`config.mk`:
```
export PLATFORM = sky130hd
export DESIGN_NAME = pwm_wave_counter
export DESIGN_NICKNAME = d
export VERILOG_FILES = /design/src/pwm_wave_pkg.sv /design/src/pwm_prescaler.sv /design/src/pwm_wave_counter.sv
export SDC_FILE = /design/constraint.sdc
export NUM_CORES = 1
export LEC_CHECK = 0
export BUFFER_PORTS_ARGS = -buffer_cell sky130_fd_sc_hd__buf_4
export CAP_MARGIN = 20
export CORE_ASPECT_RATIO = 0.75
export CORE_MARGIN = 2
export CORE_UTILIZATION = 40
export DETAILED_ROUTE_END_ITERATION = 10
export PLACE_DENSITY_LB_ADDON = 0.15
export SLEW_MARGIN = 20
export SYNTH_ARGS = -nofsm -noshare
export SYNTH_HDL_FRONTEND = slang
export SYNTH_HIERARCHICAL = 1
export SYNTH_SLANG_ARGS = --single-unit
```
`constraint.sdc`:
```
create_clock -name clk_i -period 6.3 [get_ports clk_i]
set_clock_uncertainty 0.05 [all_clocks]
set_input_delay 0.63 -clock clk_i [delete_from_list [all_inputs] [get_ports clk_i]]
set_output_delay 0.63 -clock clk_i [all_outputs]
set_load 0.1 [all_outputs]
```
`src/pwm_wave_pkg.sv`:
```
// constants, field layouts and enumerations shared by the pwm wave counter files
// assumes a single 25 MHz clock domain and a synchronous active-high reset
`default_nettype none

package pwm_wave_pkg;

  // core clock, 40 ns period
  localparam int CLK_PERIOD_NS = 40;

  // counter and channel geometry
  localparam int CNT_W = 15;
  localparam int NUM_CH = 4;
  localparam int WORD_W = 16;
  localparam int POL_BIT = 15;
  localparam int CMP_LSB = 0;
  localparam int LAYOUT_A_CH = 3;
  localparam int LAYOUT_A_TOP_WORD = 3;

  // pwm clock divider: 2**sel, sel 0..7
  localparam int PRESC_W = 3;
  localparam int DIV_W = 7;

  // values after reset
  localparam logic [CNT_W-1:0] COUNTER_RST = 15'h0000;
  localparam logic [CNT_W-1:0] TOP_RST = 15'h0000;
  localparam logic [CNT_W-1:0] CMP_RST = 15'h0000;
  localparam logic [DIV_W-1:0] DIV_RST = 7'h00;

  // polarity encoding of the parameter word msb
  localparam logic POL_HIGH_FIRST = 1'b0;

  // how decoder words map onto the compare channels
  typedef enum logic [1:0] {
    LOAD_COMMON = 2'h0,
    LOAD_GROUPED = 2'h1,
    LOAD_INDIVIDUAL = 2'h2,
    LOAD_LAYOUT_A = 2'h3
  } load_layout_e;

  // run state of the wave counter, one-hot
  typedef enum logic [1:0] {
    ST_IDLE = 2'b01,
    ST_RUN = 2'b10
  } run_state_e;

endpackage

`default_nettype wire

```
`src/pwm_prescaler.sv`:
```
// divider producing the one-cycle pwm clock enable
// assumes select is steady while running; restarts from zero when idle
`default_nettype none

module pwm_prescaler (
  input wire logic clk_i,
  input wire logic reset_i,
  input wire logic run_i,
  input wire logic [pwm_wave_pkg::PRESC_W-1:0] div_sel_i,
  output logic tick_o
);

  typedef struct packed {
    logic [pwm_wave_pkg::DIV_W-1:0] cnt;
  } presc_s;

  presc_s st_ff;
  presc_s nxt_st;
  logic [pwm_wave_pkg::DIV_W-1:0] mask;

  // tick whenever the low sel bits of the count are all ones
  always_comb begin
    nxt_st = st_ff;
    mask = pwm_wave_pkg::DIV_W'((8'h01 << div_sel_i) - 8'h01);
    tick_o = run_i && ((st_ff.cnt & mask) == mask);
    if (!run_i) begin
      nxt_st.cnt = pwm_wave_pkg::DIV_RST;
    end else begin
      nxt_st.cnt = st_ff.cnt + 7'h01;
    end
  end

  // count register
  always_ff @(posedge clk_i) begin
    if (reset_i) begin
      st_ff.cnt <= pwm_wave_pkg::DIV_RST;
    end else begin
      st_ff <= nxt_st;
    end
  end

endmodule

`default_nettype wire

```
`src/pwm_wave_counter.sv`:
```
// four-channel pwm wave counter with a shared 15-bit counter
// assumes decoder words, layout and software top arrive on the clk_i domain
//
// Function
// - one shared 15-bit counter feeds four compare channels, same period
// - each channel output drives its assigned gpio pin with its layout_a
// - direction setting selects up-only or up-and-down counting
// - period set by top value and selected pwm clock divider
// - top below compare gives no edges; high-first output stays high
// - compare registers are internal, loaded only by the decoder
// - software top may be written any time without upsetting layout_a
// - in layout a the top value comes from ram, not software
// - other layouts sample software top at launch and at each load
// - up mode wraps to zero at top and outputs toggle there
// - high-first: compare zero holds low, compare equal to top holds high in up mode
// - up counting gives edge-aligned pulses across channels
// - up period is divided clock times top, step one divided clock
// - up-down counts back to zero, output toggles on second match
// - up-down counting gives center-aligned pulses
// - up-down period is twice top, step two divided clocks
// - polarity, duty, period update from memory glitch-free per period
// - word msb is polarity, low fifteen bits the compare value
// - layout a uses channels 0-2; fourth word carries the top value
`default_nettype none

module pwm_wave_counter (
  input wire logic clk_i,
  input wire logic reset_i,
  input wire logic enable_i,
  input wire logic count_up_then_down_i,
  input wire logic [pwm_wave_pkg::PRESC_W-1:0] div_sel_i,
  input wire logic [pwm_wave_pkg::CNT_W-1:0] period_top_value_i,
  input wire logic sequence_launch_task_i,
  input wire logic stop_task_i,
  input wire logic load_valid_i,
  input wire logic [1:0] load_layout_i,
  input wire logic [pwm_wave_pkg::NUM_CH-1:0][pwm_wave_pkg::WORD_W-1:0] load_words_i,
  output logic load_ready_o,
  output logic [pwm_wave_pkg::NUM_CH-1:0] pwm_out_o,
  output logic running_o,
  output logic period_end_o,
  output logic value_applied_o
);

  localparam int N = pwm_wave_pkg::NUM_CH;
  localparam int W = pwm_wave_pkg::CNT_W;

  // whole state of the block
  typedef struct packed {
    pwm_wave_pkg::run_state_e run;
    logic [W-1:0] counter;
    logic down;
    logic [W-1:0] top;
    logic [N-1:0][W-1:0] cmp;
    logic [N-1:0] pol;
    pwm_wave_pkg::load_layout_e layout;
    logic pend_valid;
    logic [N-1:0][W-1:0] pend_cmp;
    logic [N-1:0] pend_pol;
    logic [W-1:0] pend_top;
    pwm_wave_pkg::load_layout_e pend_layout;
    logic stop_pend;
    logic [N-1:0] out;
    logic period_end;
    logic applied;
    logic busy;
    logic ready;
  } state_s;

  state_s st_ff;
  state_s nxt_st;

  logic tick;
  logic running;
  logic at_end;
  logic boundary;
  logic apply;
  logic take;
  logic [N-1:0] match_lo;
  pwm_wave_pkg::load_layout_e in_layout;
  logic [N-1:0][pwm_wave_pkg::WORD_W-1:0] route;

  assign running = (st_ff.run == pwm_wave_pkg::ST_RUN);
  assign in_layout = pwm_wave_pkg::load_layout_e'(load_layout_i);

  // pwm clock enable from the divider
  pwm_prescaler u_presc (
    .clk_i(clk_i),
    .reset_i(reset_i),
    .run_i(running && enable_i),
    .div_sel_i(div_sel_i),
    .tick_o(tick)
  );

  // end of period detect for both counting directions
  always_comb begin
    if (!count_up_then_down_i) begin
      at_end = (st_ff.top == 15'h0000) || (st_ff.counter >= (st_ff.top - 15'h0001));
    end else if (st_ff.down) begin
      at_end = (st_ff.counter <= 15'h0001);
    end else begin
      at_end = (st_ff.top <= 15'h0001) && (st_ff.counter >= st_ff.top);
    end
    boundary = running && tick && at_end;
    apply = st_ff.pend_valid && (!running || boundary);
    take = load_valid_i && !st_ff.pend_valid;
  end

  // decoder word routing onto channels by layout
  always_comb begin
    route = load_words_i;
    case (in_layout)
      pwm_wave_pkg::LOAD_COMMON: begin
        route = {N{load_words_i[0]}};
      end
      pwm_wave_pkg::LOAD_GROUPED: begin
        route = {load_words_i[1], load_words_i[1], load_words_i[0], load_words_i[0]};
      end
      pwm_wave_pkg::LOAD_LAYOUT_A: begin
        route = {16'h0000, load_words_i[2], load_words_i[1], load_words_i[0]};
      end
      pwm_wave_pkg::LOAD_INDIVIDUAL: begin
        route = load_words_i;
      end
      default: begin
        route = load_words_i;
      end
    endcase
  end

  // next-state logic
  always_comb begin
    nxt_st = st_ff;
    nxt_st.period_end = 1'b0;
    nxt_st.applied = 1'b0;

    // hold one decoder load until the next boundary
    if (take) begin
      nxt_st.pend_valid = 1'b1;
      nxt_st.pend_layout = in_layout;
      for (int i = 0; i < N; i++) begin
        nxt_st.pend_pol[i] = route[i][pwm_wave_pkg::POL_BIT];
        nxt_st.pend_cmp[i] = route[i][pwm_wave_pkg::CMP_LSB +: W];
      end
      nxt_st.pend_top = load_words_i[pwm_wave_pkg::LAYOUT_A_TOP_WORD][W-1:0];
    end

    // launch samples the software top outside layout a
    if (sequence_launch_task_i && (in_layout != pwm_wave_pkg::LOAD_LAYOUT_A)) begin
      nxt_st.top = period_top_value_i;
    end
    if (stop_task_i && running) begin
      nxt_st.stop_pend = 1'b1;
    end

    // counter stepping on the divided clock
    if (running && tick) begin
      if (!count_up_then_down_i) begin
        nxt_st.down = 1'b0;
        nxt_st.counter = at_end ? 15'h0000 : st_ff.counter + 15'h0001;
      end else if (at_end) begin
        nxt_st.down = 1'b0;
        nxt_st.counter = 15'h0000;
      end else if (!st_ff.down) begin
        if (st_ff.counter >= st_ff.top) begin
          nxt_st.down = 1'b1;
          nxt_st.counter = st_ff.top - 15'h0001;
        end else begin
          nxt_st.counter = st_ff.counter + 15'h0001;
        end
      end else begin
        nxt_st.counter = st_ff.counter - 15'h0001;
      end
    end
    if (boundary) begin
      nxt_st.period_end = 1'b1;
    end

    // apply pending values at the period boundary or to start
    if (apply) begin
      nxt_st.cmp = st_ff.pend_cmp;
      nxt_st.pol = st_ff.pend_pol;
      nxt_st.layout = st_ff.pend_layout;
      nxt_st.pend_valid = take;
      nxt_st.applied = 1'b1;
      if (st_ff.pend_layout == pwm_wave_pkg::LOAD_LAYOUT_A) begin
        nxt_st.top = st_ff.pend_top;
      end else begin
        nxt_st.top = period_top_value_i;
      end
      if (!running && enable_i) begin
        nxt_st.run = pwm_wave_pkg::ST_RUN;
        nxt_st.counter = pwm_wave_pkg::COUNTER_RST;
        nxt_st.down = 1'b0;
      end
    end

    // stop at the end of the running period, or at once when enable_i drops
    case (st_ff.run)
      pwm_wave_pkg::ST_IDLE: begin
        nxt_st.stop_pend = 1'b0;
      end
      pwm_wave_pkg::ST_RUN: begin
        if (!enable_i || (boundary && (st_ff.stop_pend || stop_task_i))) begin
          nxt_st.run = pwm_wave_pkg::ST_IDLE;
          nxt_st.stop_pend = 1'b0;
        end
      end
      default: begin
        nxt_st.run = pwm_wave_pkg::ST_IDLE;
      end
    endcase
    if (nxt_st.run != pwm_wave_pkg::ST_RUN) begin
      nxt_st.counter = pwm_wave_pkg::COUNTER_RST;
      nxt_st.down = 1'b0;
    end

    // channel outputs from the next counter and compare values
    for (int i = 0; i < N; i++) begin
      match_lo[i] = nxt_st.counter < nxt_st.cmp[i];
      if (nxt_st.run != pwm_wave_pkg::ST_RUN) begin
        nxt_st.out[i] = 1'b0;
      end else if ((nxt_st.layout == pwm_wave_pkg::LOAD_LAYOUT_A) &&
                   (i == pwm_wave_pkg::LAYOUT_A_CH)) begin
        nxt_st.out[i] = 1'b0;
      end else if (nxt_st.pol[i] == pwm_wave_pkg::POL_HIGH_FIRST) begin
        nxt_st.out[i] = match_lo[i];
      end else begin
        nxt_st.out[i] = !match_lo[i];
      end
    end

    // registered copies for the status outputs
    nxt_st.busy = (nxt_st.run == pwm_wave_pkg::ST_RUN);
    nxt_st.ready = !nxt_st.pend_valid;
  end

  // state register
  always_ff @(posedge clk_i) begin
    if (reset_i) begin
      st_ff <= '0;
      st_ff.run <= pwm_wave_pkg::ST_IDLE;
      st_ff.counter <= pwm_wave_pkg::COUNTER_RST;
      st_ff.top <= pwm_wave_pkg::TOP_RST;
      st_ff.cmp <= {N{pwm_wave_pkg::CMP_RST}};
      st_ff.layout <= pwm_wave_pkg::LOAD_COMMON;
      st_ff.pend_layout <= pwm_wave_pkg::LOAD_COMMON;
      st_ff.ready <= 1'b1;
    end else begin
      st_ff <= nxt_st;
    end
  end

  // outputs straight from the state register
  assign pwm_out_o = st_ff.out;
  assign running_o = st_ff.busy;
  assign period_end_o = st_ff.period_end;
  assign value_applied_o = st_ff.applied;
  assign load_ready_o = st_ff.ready;

  a_idle_counter_zero: assert property (@(posedge clk_i) disable iff (reset_i)
    !running |-> (st_ff.counter == 15'h0000 && pwm_out_o == 4'h0))
    else $error("counter moved while idle");

  a_up_wrap_zero: assert property (@(posedge clk_i) disable iff (reset_i)
    (running && tick && !count_up_then_down_i && at_end && enable_i)
      |=> (st_ff.counter == 15'h0000 && period_end_o))
    else $error("up counter did not wrap at top");

  a_zero_cmp_low: assert property (@(posedge clk_i) disable iff (reset_i)
    (running && st_ff.cmp[0] == 15'h0000 && st_ff.pol[0] == pwm_wave_pkg::POL_HIGH_FIRST)
      |-> !pwm_out_o[0])
    else $error("zero compare not held low");

  a_top_below_cmp: assert property (@(posedge clk_i) disable iff (reset_i)
    (running && st_ff.cmp[1] > st_ff.top && st_ff.pol[1] == pwm_wave_pkg::POL_HIGH_FIRST &&
     st_ff.layout != pwm_wave_pkg::LOAD_LAYOUT_A) |-> pwm_out_o[1])
    else $error("output not held high with compare above top");

  a_updown_turn: assert property (@(posedge clk_i) disable iff (reset_i)
    (running && enable_i && tick && count_up_then_down_i && !st_ff.down &&
     st_ff.top > 15'h0001 && st_ff.counter == st_ff.top)
      |=> (st_ff.down && st_ff.counter == $past(st_ff.top) - 15'h0001))
    else $error("up-down counter did not turn at top");

  a_cmp_at_boundary: assert property (@(posedge clk_i) disable iff (reset_i)
    (st_ff.cmp != $past(st_ff.cmp)) |-> $past(apply))
    else $error("compare changed away from a boundary");

  a_layout_a_top: assert property (@(posedge clk_i) disable iff (reset_i)
    (apply && st_ff.pend_layout == pwm_wave_pkg::LOAD_LAYOUT_A)
      |=> st_ff.top == $past(st_ff.pend_top))
    else $error("layout a top not taken from ram");

  a_launch_top: assert property (@(posedge clk_i) disable iff (reset_i)
    (sequence_launch_task_i && !apply && in_layout != pwm_wave_pkg::LOAD_LAYOUT_A)
      |=> st_ff.top == $past(period_top_value_i))
    else $error("software top not sampled at launch");

  a_layout_a_ch3: assert property (@(posedge clk_i) disable iff (reset_i)
    (st_ff.layout == pwm_wave_pkg::LOAD_LAYOUT_A) |-> !pwm_out_o[3])
    else $error("channel 3 active in layout a");

  // counter stepping, decoder hand-over and idle checks
  a_load_ready_drop: assert property (@(posedge clk_i) disable iff (reset_i)
    (load_valid_i && load_ready_o) |=> !load_ready_o)
    else $error("ready stayed high after a take");

  a_up_step: assert property (@(posedge clk_i) disable iff (reset_i)
    (running && enable_i && tick && !count_up_then_down_i && !at_end)
      |=> st_ff.counter == $past(st_ff.counter) + 15'h0001)
    else $error("up counter did not step by one");

  a_tick_hold: assert property (@(posedge clk_i) disable iff (reset_i)
    (running && enable_i && !tick) |=> st_ff.counter == $past(st_ff.counter))
    else $error("counter moved without a divided tick");

  a_updown_rise: assert property (@(posedge clk_i) disable iff (reset_i)
    (running && enable_i && tick && count_up_then_down_i && !st_ff.down &&
     st_ff.counter < st_ff.top)
      |=> (!st_ff.down && st_ff.counter == $past(st_ff.counter) + 15'h0001))
    else $error("up-down counter did not rise by one");

  a_updown_bottom: assert property (@(posedge clk_i) disable iff (reset_i)
    (running && enable_i && tick && count_up_then_down_i && st_ff.down &&
     st_ff.counter <= 15'h0001)
      |=> (st_ff.counter == 15'h0000 && !st_ff.down && period_end_o))
    else $error("up-down counter did not end its period at zero");

  a_apply_on_end: assert property (@(posedge clk_i) disable iff (reset_i)
    (value_applied_o && $past(running)) |-> period_end_o)
    else $error("values applied inside a running period");

  a_pend_hold: assert property (@(posedge clk_i) disable iff (reset_i)
    (running && enable_i && st_ff.pend_valid && !boundary) |=> st_ff.pend_valid)
    else $error("pending values taken before the period end");

  a_disable_idle: assert property (@(posedge clk_i) disable iff (reset_i)
    (running && !enable_i) |=> !running_o)
    else $error("block kept running while disabled");

endmodule

`default_nettype wire

```
# Word-level counts from Yosys, hierarchy flattened
# Cells that the tools add are included.
# totals
reg_bits	197
inputBits	91
output_inout_bits	8
wordCells	110
# op_classes
n_addsub	5
n_lt_le_gt_ge	8
n_eq_ne	11
n_shift	1
mux	28
bitwise	2
n_reduce_logical	29
# op_table
cell	n
$pmux 64 s4	1
$mux 100	1
$mux 82	1
$mux 15	5
$mux 16	4
$lt 15x15->1	4
$ge 15x15->1	2
$le 15x1->1 const B	2
$sub 15x1->15 const B	2
$mux 18	1
$add 15x1->15 const B	1
$logic_not 15->1	1
$eq 2x2->1 const B	6
$mux 1	12
$logic_and 1x1->1	11
$logic_not 1->1	8
$add 7x1->7 const B	1
$and 7x7->7	1
$eq 7x7->1	1
$shl 1x3->7 const A	1
$sub 7x1->7 const B	1
$eq 2x1->1 const B	2
$logic_or 1x1->1	4
$ne 2x2->1 const B	2
other kinds (8)	9

# Depth between registers and ports, before layout
# depth
depth_word	17
ltp_mapped	27
mapped_depth_nobuf	25

# By module
# Netlist, hierarchy kept.
# modules_own_cells
mod	instances	cells_each	area_per_inst_um2	seq_area_each_um2
pwm_wave_counter	1	1233	10651.5	3803.6
pwm_prescaler	1	38	324.1	140.1

# Least setup slack after synthesis
# Ideal clock, no wire load.
# synth_path
path_type	register to register
startpoint	register st_ff[157] (netlist bit)
endpoint	register st_ff (netlist bit pwm_out_o[3])
setup_ps	72
arrival_time_ps	5370
required_ps	6178
setup_slack_ps	808
path_stages_with_launch	27
path_buffers	2
period_less_slack_ps	5492
path_cell_list	dfxtp_1 inv_1 ha_1 nor3b_1 and2_1 nand2_1 xnor2_1 ha_1 a211oi_1 o21ai_0 a221oi_2 o31ai_2 a41o_1 nand2_1 buf_2 buf_2 mux2i_1 ha_1 a21o_1 a21o_1 a21o_1 a21o_1 a21o_1 a21o_1 a221o_1 a31oi_1 mux2i_1
# synth_via
elab_chain_len	15
elab_cells_between_ends	31
classes_between	1 x add/sub; 4 x order compare; 2 x eq/ne; 14 x mux; 10 x reduce/logical
# synth_rtl
item	line_no	text
start: declaration	pwm_wave_counter.sv:70	state_s st_ff;
start signal: assignment	pwm_wave_counter.sv:250	st_ff <= nxt_st;
$sub 15x1->15 (tied with other cells)	pwm_wave_counter.sv:98, pwm_wave_counter.sv:167	
$ge 15x15->1 / $logic_and 1x1->1 (equally long branches)	pwm_wave_counter.sv:98, pwm_wave_counter.sv:102	
$logic_or 1x1->1 / $mux 1 (equally long branches)	pwm_wave_counter.sv:98, pwm_wave_counter.sv:99	
$mux 1	pwm_wave_counter.sv:97	if (!count_up_then_down_i) begin
$logic_and 1x1->1	pwm_wave_counter.sv:104	boundary = running && tick && at_end;
$logic_or 1x1->1	pwm_wave_counter.sv:105	apply = st_ff.pend_valid && (!running || boundary);
$logic_and 1x1->1	pwm_wave_counter.sv:105	
$mux 100	pwm_wave_counter.sv:180	if (apply) begin
$mux 2	pwm_wave_counter.sv:204	if (!enable_i || (boundary && (st_ff.stop_pend || stop_task_i))) begin
$pmux 2 s2	pwm_wave_counter.sv:199	case (st_ff.run)
$ne 2x2->1	pwm_wave_counter.sv:213, pwm_wave_counter.sv:221	
$mux 16	pwm_wave_counter.sv:213	if (nxt_st.run != pwm_wave_pkg::ST_RUN) begin
$lt 15x15->1	pwm_wave_counter.sv:220	match_lo[i] = nxt_st.counter < nxt_st.cmp[i];
$logic_not 1->1	pwm_wave_counter.sv:229	nxt_st.out[i] = !match_lo[i];
$mux 1	pwm_wave_counter.sv:226	end else if (nxt_st.pol[i] == pwm_wave_pkg::POL_HIGH_FIRST) begin
# Parallel ways exist; a longest one is shown, timed or not.
# A chain may end at the register's enable or synchronous reset.

# Worst setup path in the final report
# layout_path
startpoint	register st_ff[157] (netlist bit)
endpoint	register st_ff (netlist bit pwm_out_o[1])
# The elaborated chain is that of the path after synthesis.

==> results.toml <==
[outcome]
status = "complete, no violations"

[placement]
io_buffers = 98
placed_cell_area_um2 = 12000
place_congestion = 0.921
dpl.hpwl_um = 26000
dp_cells = 1662

[min_path]
hp-start = "load_words_i[13]"
holdPathStages = 3
hold_class = "in2reg"

[detailed_routing]
final_antenna_net_count = 0
drt-initial-drc-count = 677
wl_per_cell_um = 19.9
drt-total-wl_um = 33700
dr.pass1.iters = 6
drc = 0
vias_per_cell = 5.55
num_vias = 9397

[global_routing]
grt_pass1_vias = 8750
grt_usage_pct = 23.8
grt_pass1_wl_um = 52200
grt-ovfl-total = 0
grt_antenna_before_repair = 0
grt_max_degree = 95

[setup_path]
crit_path_start_kind = "flip-flop"
path_max_fanout = 14
reg2reg_from = "st_ff[157]$_SDFFE_PP0P_"
critPathCaptureType = "flip-flop"
criticalPathCategory = "reg2reg"
critPathArrivalTime_ns = 6.05
cp-startpoint = "st_ff[157]$_SDFFE_PP0P_"
rr_worst_depth = 24
cp.required_ns = 6.61

[clock_network]
clk_latency_ns = 0.45
htreeDepth = 4
clock-sinks = 197
cts_buffer_depth = 2
path_clk_slew_ns = 0.08
cts_made_buffers = 17
cts_tree = "built"
cts_setup_buffers = 0
cts_root_buf = "clkbuf_16"

[cells_and_area]
nets = 1516
fin_cells = 1694
stdcell_area_um2 = 12600
drive_above_1_share_pct = 14.8
final_util_pct = 46.7
areaGrowthSynthToFinish_pct = 14.8
antennaDiodeCount = 0

[yosys]
syn-num-nets = 1457
yosys.area.top_type = "dfxtp_1"
ys_types = 75
synth_edf_count = 0
synth_warnings = 6
synthCells = 1271
synth_seq_cells = 197
synth.avg_cell_area_um2 = 8.64
ys.flop_type = "dfxtp_1"
synth_top_area_share_pct = 35.9
synth-async-reset-ratio_pct = 0
synth_seq_area_share_pct = 35.9
synth_area_um2 = 11000
synthTopCellsByArea = "dfxtp_1, ha_1, mux2i_1, nor2_1, nand2_1"

[die]
fp.dieH_um = 147
coreArea_um2 = 27000
rows = 52
die_w_um = 195
initial_core_util_pct = 40.6
die_area_um2 = 28800
ios = 99

[timing]
fin_crit_sh_pct = 91.2
maxSlewViolCount = 0
rsz0062_at_grt = "no"
fin_crit_ns = 5.74
final_hold_viol_count = 0
worst_slew_pin_slew_ns = 1.03
setup_violations = 0
max-slew-margin-rel_pct = 31.0
fmax_mhz = 174
tns_ns = 0
whs_ns = 0.389

[pwr]
powerDensity_nw_per_um2 = 235
leakage_nw = 5.50
ir_worst_vdd_mv = 0.202

[flow_run]
maxCapViolations = 0
## registers in the layout, summed over array words and instances (netlist names)
name / cells
u_presc/st_ff: 7
st_ff: 182
running_o: 1
period_end_o: 1
load_ready_o: 1
value_applied_o: 1
pwm_out_o: 4
## layer usage
metal  wire length [um]  track usage [%]  vias up
met5                  0                0        -
li1                   -                -     4676
met4                431             5.15        0
met1              18100             38.2     4439
met2              13200             32.1      260
met3               2000             4.52       22
## cells in the mapped netlist (6+ instances only)
| cell | number |
|---|---|
| buf_2 | 14 |
| a211oi_2 | 10 |
| a21oi_1 | 92 |
| mux2_2 | 16 |
| clkbuf_1 | 53 |
| or3_1 | 6 |
| and3_1 | 9 |
| a31oi_1 | 25 |
| mux2i_1 | 101 |
| nand4_1 | 22 |
| nand2_1 | 140 |
| nor2b_1 | 9 |
| and2_1 | 8 |
| nand3_1 | 36 |
| o22ai_1 | 9 |
| nor2_1 | 159 |
| o21ai_0 | 33 |
| a211oi_1 | 28 |
| dfxtp_1 | 197 |
| nor3_1 | 11 |
| a21o_1 | 29 |
| inv_1 | 30 |
| xor2_1 | 6 |
| nand2b_1 | 12 |
| ha_1 | 95 |
| xnor2_1 | 18 |
| a22oi_1 | 16 |
## placed cells by master, fill, tap and decap left out, types with 10 or more instances in the layout
cell type,n
dfxtp_1,197
nor2_1,156
nand2_1,138
buf_4,115
mux2i_1,101
ha_1,95
a21oi_1,92
nand3_1,36
o21ai_0,33
inv_1,30
a21o_1,29
a211oi_1,28
a31oi_1,25
nand4_1,22
xnor2_1,18
clkbuf_16,17
mux2_2,16
a22oi_1,16
nand2b_1,12
nor3_1,11
a211oi_2,10
## cell families (layout without fill, tap and decap cells)
| group | Yosys count | after routing | share of synthesized area, % |
|---|---|---|---|
| compound gates | 290 | 290 | 17.9 |
| mux | 117 | 117 | 10.9 |
| xor+xnor | 24 | 24 | 1.92 |
| simple gates | 439 | 439 | 18.4 |
| buf+inv | 109 | 181 | 4.20 |
| fa+ha+maj | 95 | 95 | 10.8 |
| flops | 197 | 197 | 35.9 |
## path summary, 6_finish.rpt
| check | to | slack, ns |
|---|---|---|
| max | pwm_out_o[1]$_SDFF_PP0_ | 0.56 |
| min | st_ff[43]$_SDFFE_PP0P_ | 0.39 |
| max reg2reg | pwm_out_o[1]$_SDFF_PP0_ | 0.56 |
| min reg2reg | st_ff[22]$_SDFFE_PP0P_ | 0.41 |
## power breakdown
group | switching (mW) | total [mW] | internal [mW]
Combinational | 0.312 | 0.517 | 0.205
Clock | 0.509 | 1.09 | 0.586
Sequential | 0.0471 | 1.35 | 1.31
Total | 0.868 | 2.97 | 2.10
## worst max-delay path, cell delays in order (launching register included)
cell      delay, ns
dfxtp_1        0.38
inv_1          0.16
ha_1           0.19
nor3b_1        0.22
buf_4          0.18
and2_1         0.18
nand2_1        0.08
xnor2_1        0.23
ha_1           0.30
a211oi_1       0.23
o21ai_0        0.14
a221oi_2       0.20
o31ai_2        0.17
a41o_1         0.32
nand2_4        0.27
mux2i_1        0.49
ha_1           0.33
a21oi_1        0.16
nor2b_1        0.06
o21ai_0        0.14
nand2b_1       0.09
or4_1          0.39
a211oi_1       0.28
o41a_1         0.23
mux2i_1        0.20
## repair_timing
| action | 4_1_cts | 5_1_grt |
|---|---|---|
| gates resized for setup | 0 | 2 |
| endpoints found under the hold margin | 0 | 0 |
| setup endpoints to repair | 0 | 3 |
| hold buffers | 0 | 0 |
## final cells by class
cell class,instances,area (um2)
Clock inverter,11,118
Timing Repair Buffer,118,910
Clock buffer,21,470
Inverter,31,116
Sequential cell,197,3940
Multi-Input combinational cell,965,6610
Fill cell,2654,14400
Tap cell,351,439
## stage by stage
step	total power [mW]	worst slack, ns
global route	3.10	0.0401
floorplan	1.71	0.808
finish	2.97	0.556
detailed placement	1.89	0.538
CTS	2.99	0.467
global placement	1.89	0.646
Power figures use the tool's default switching activity.
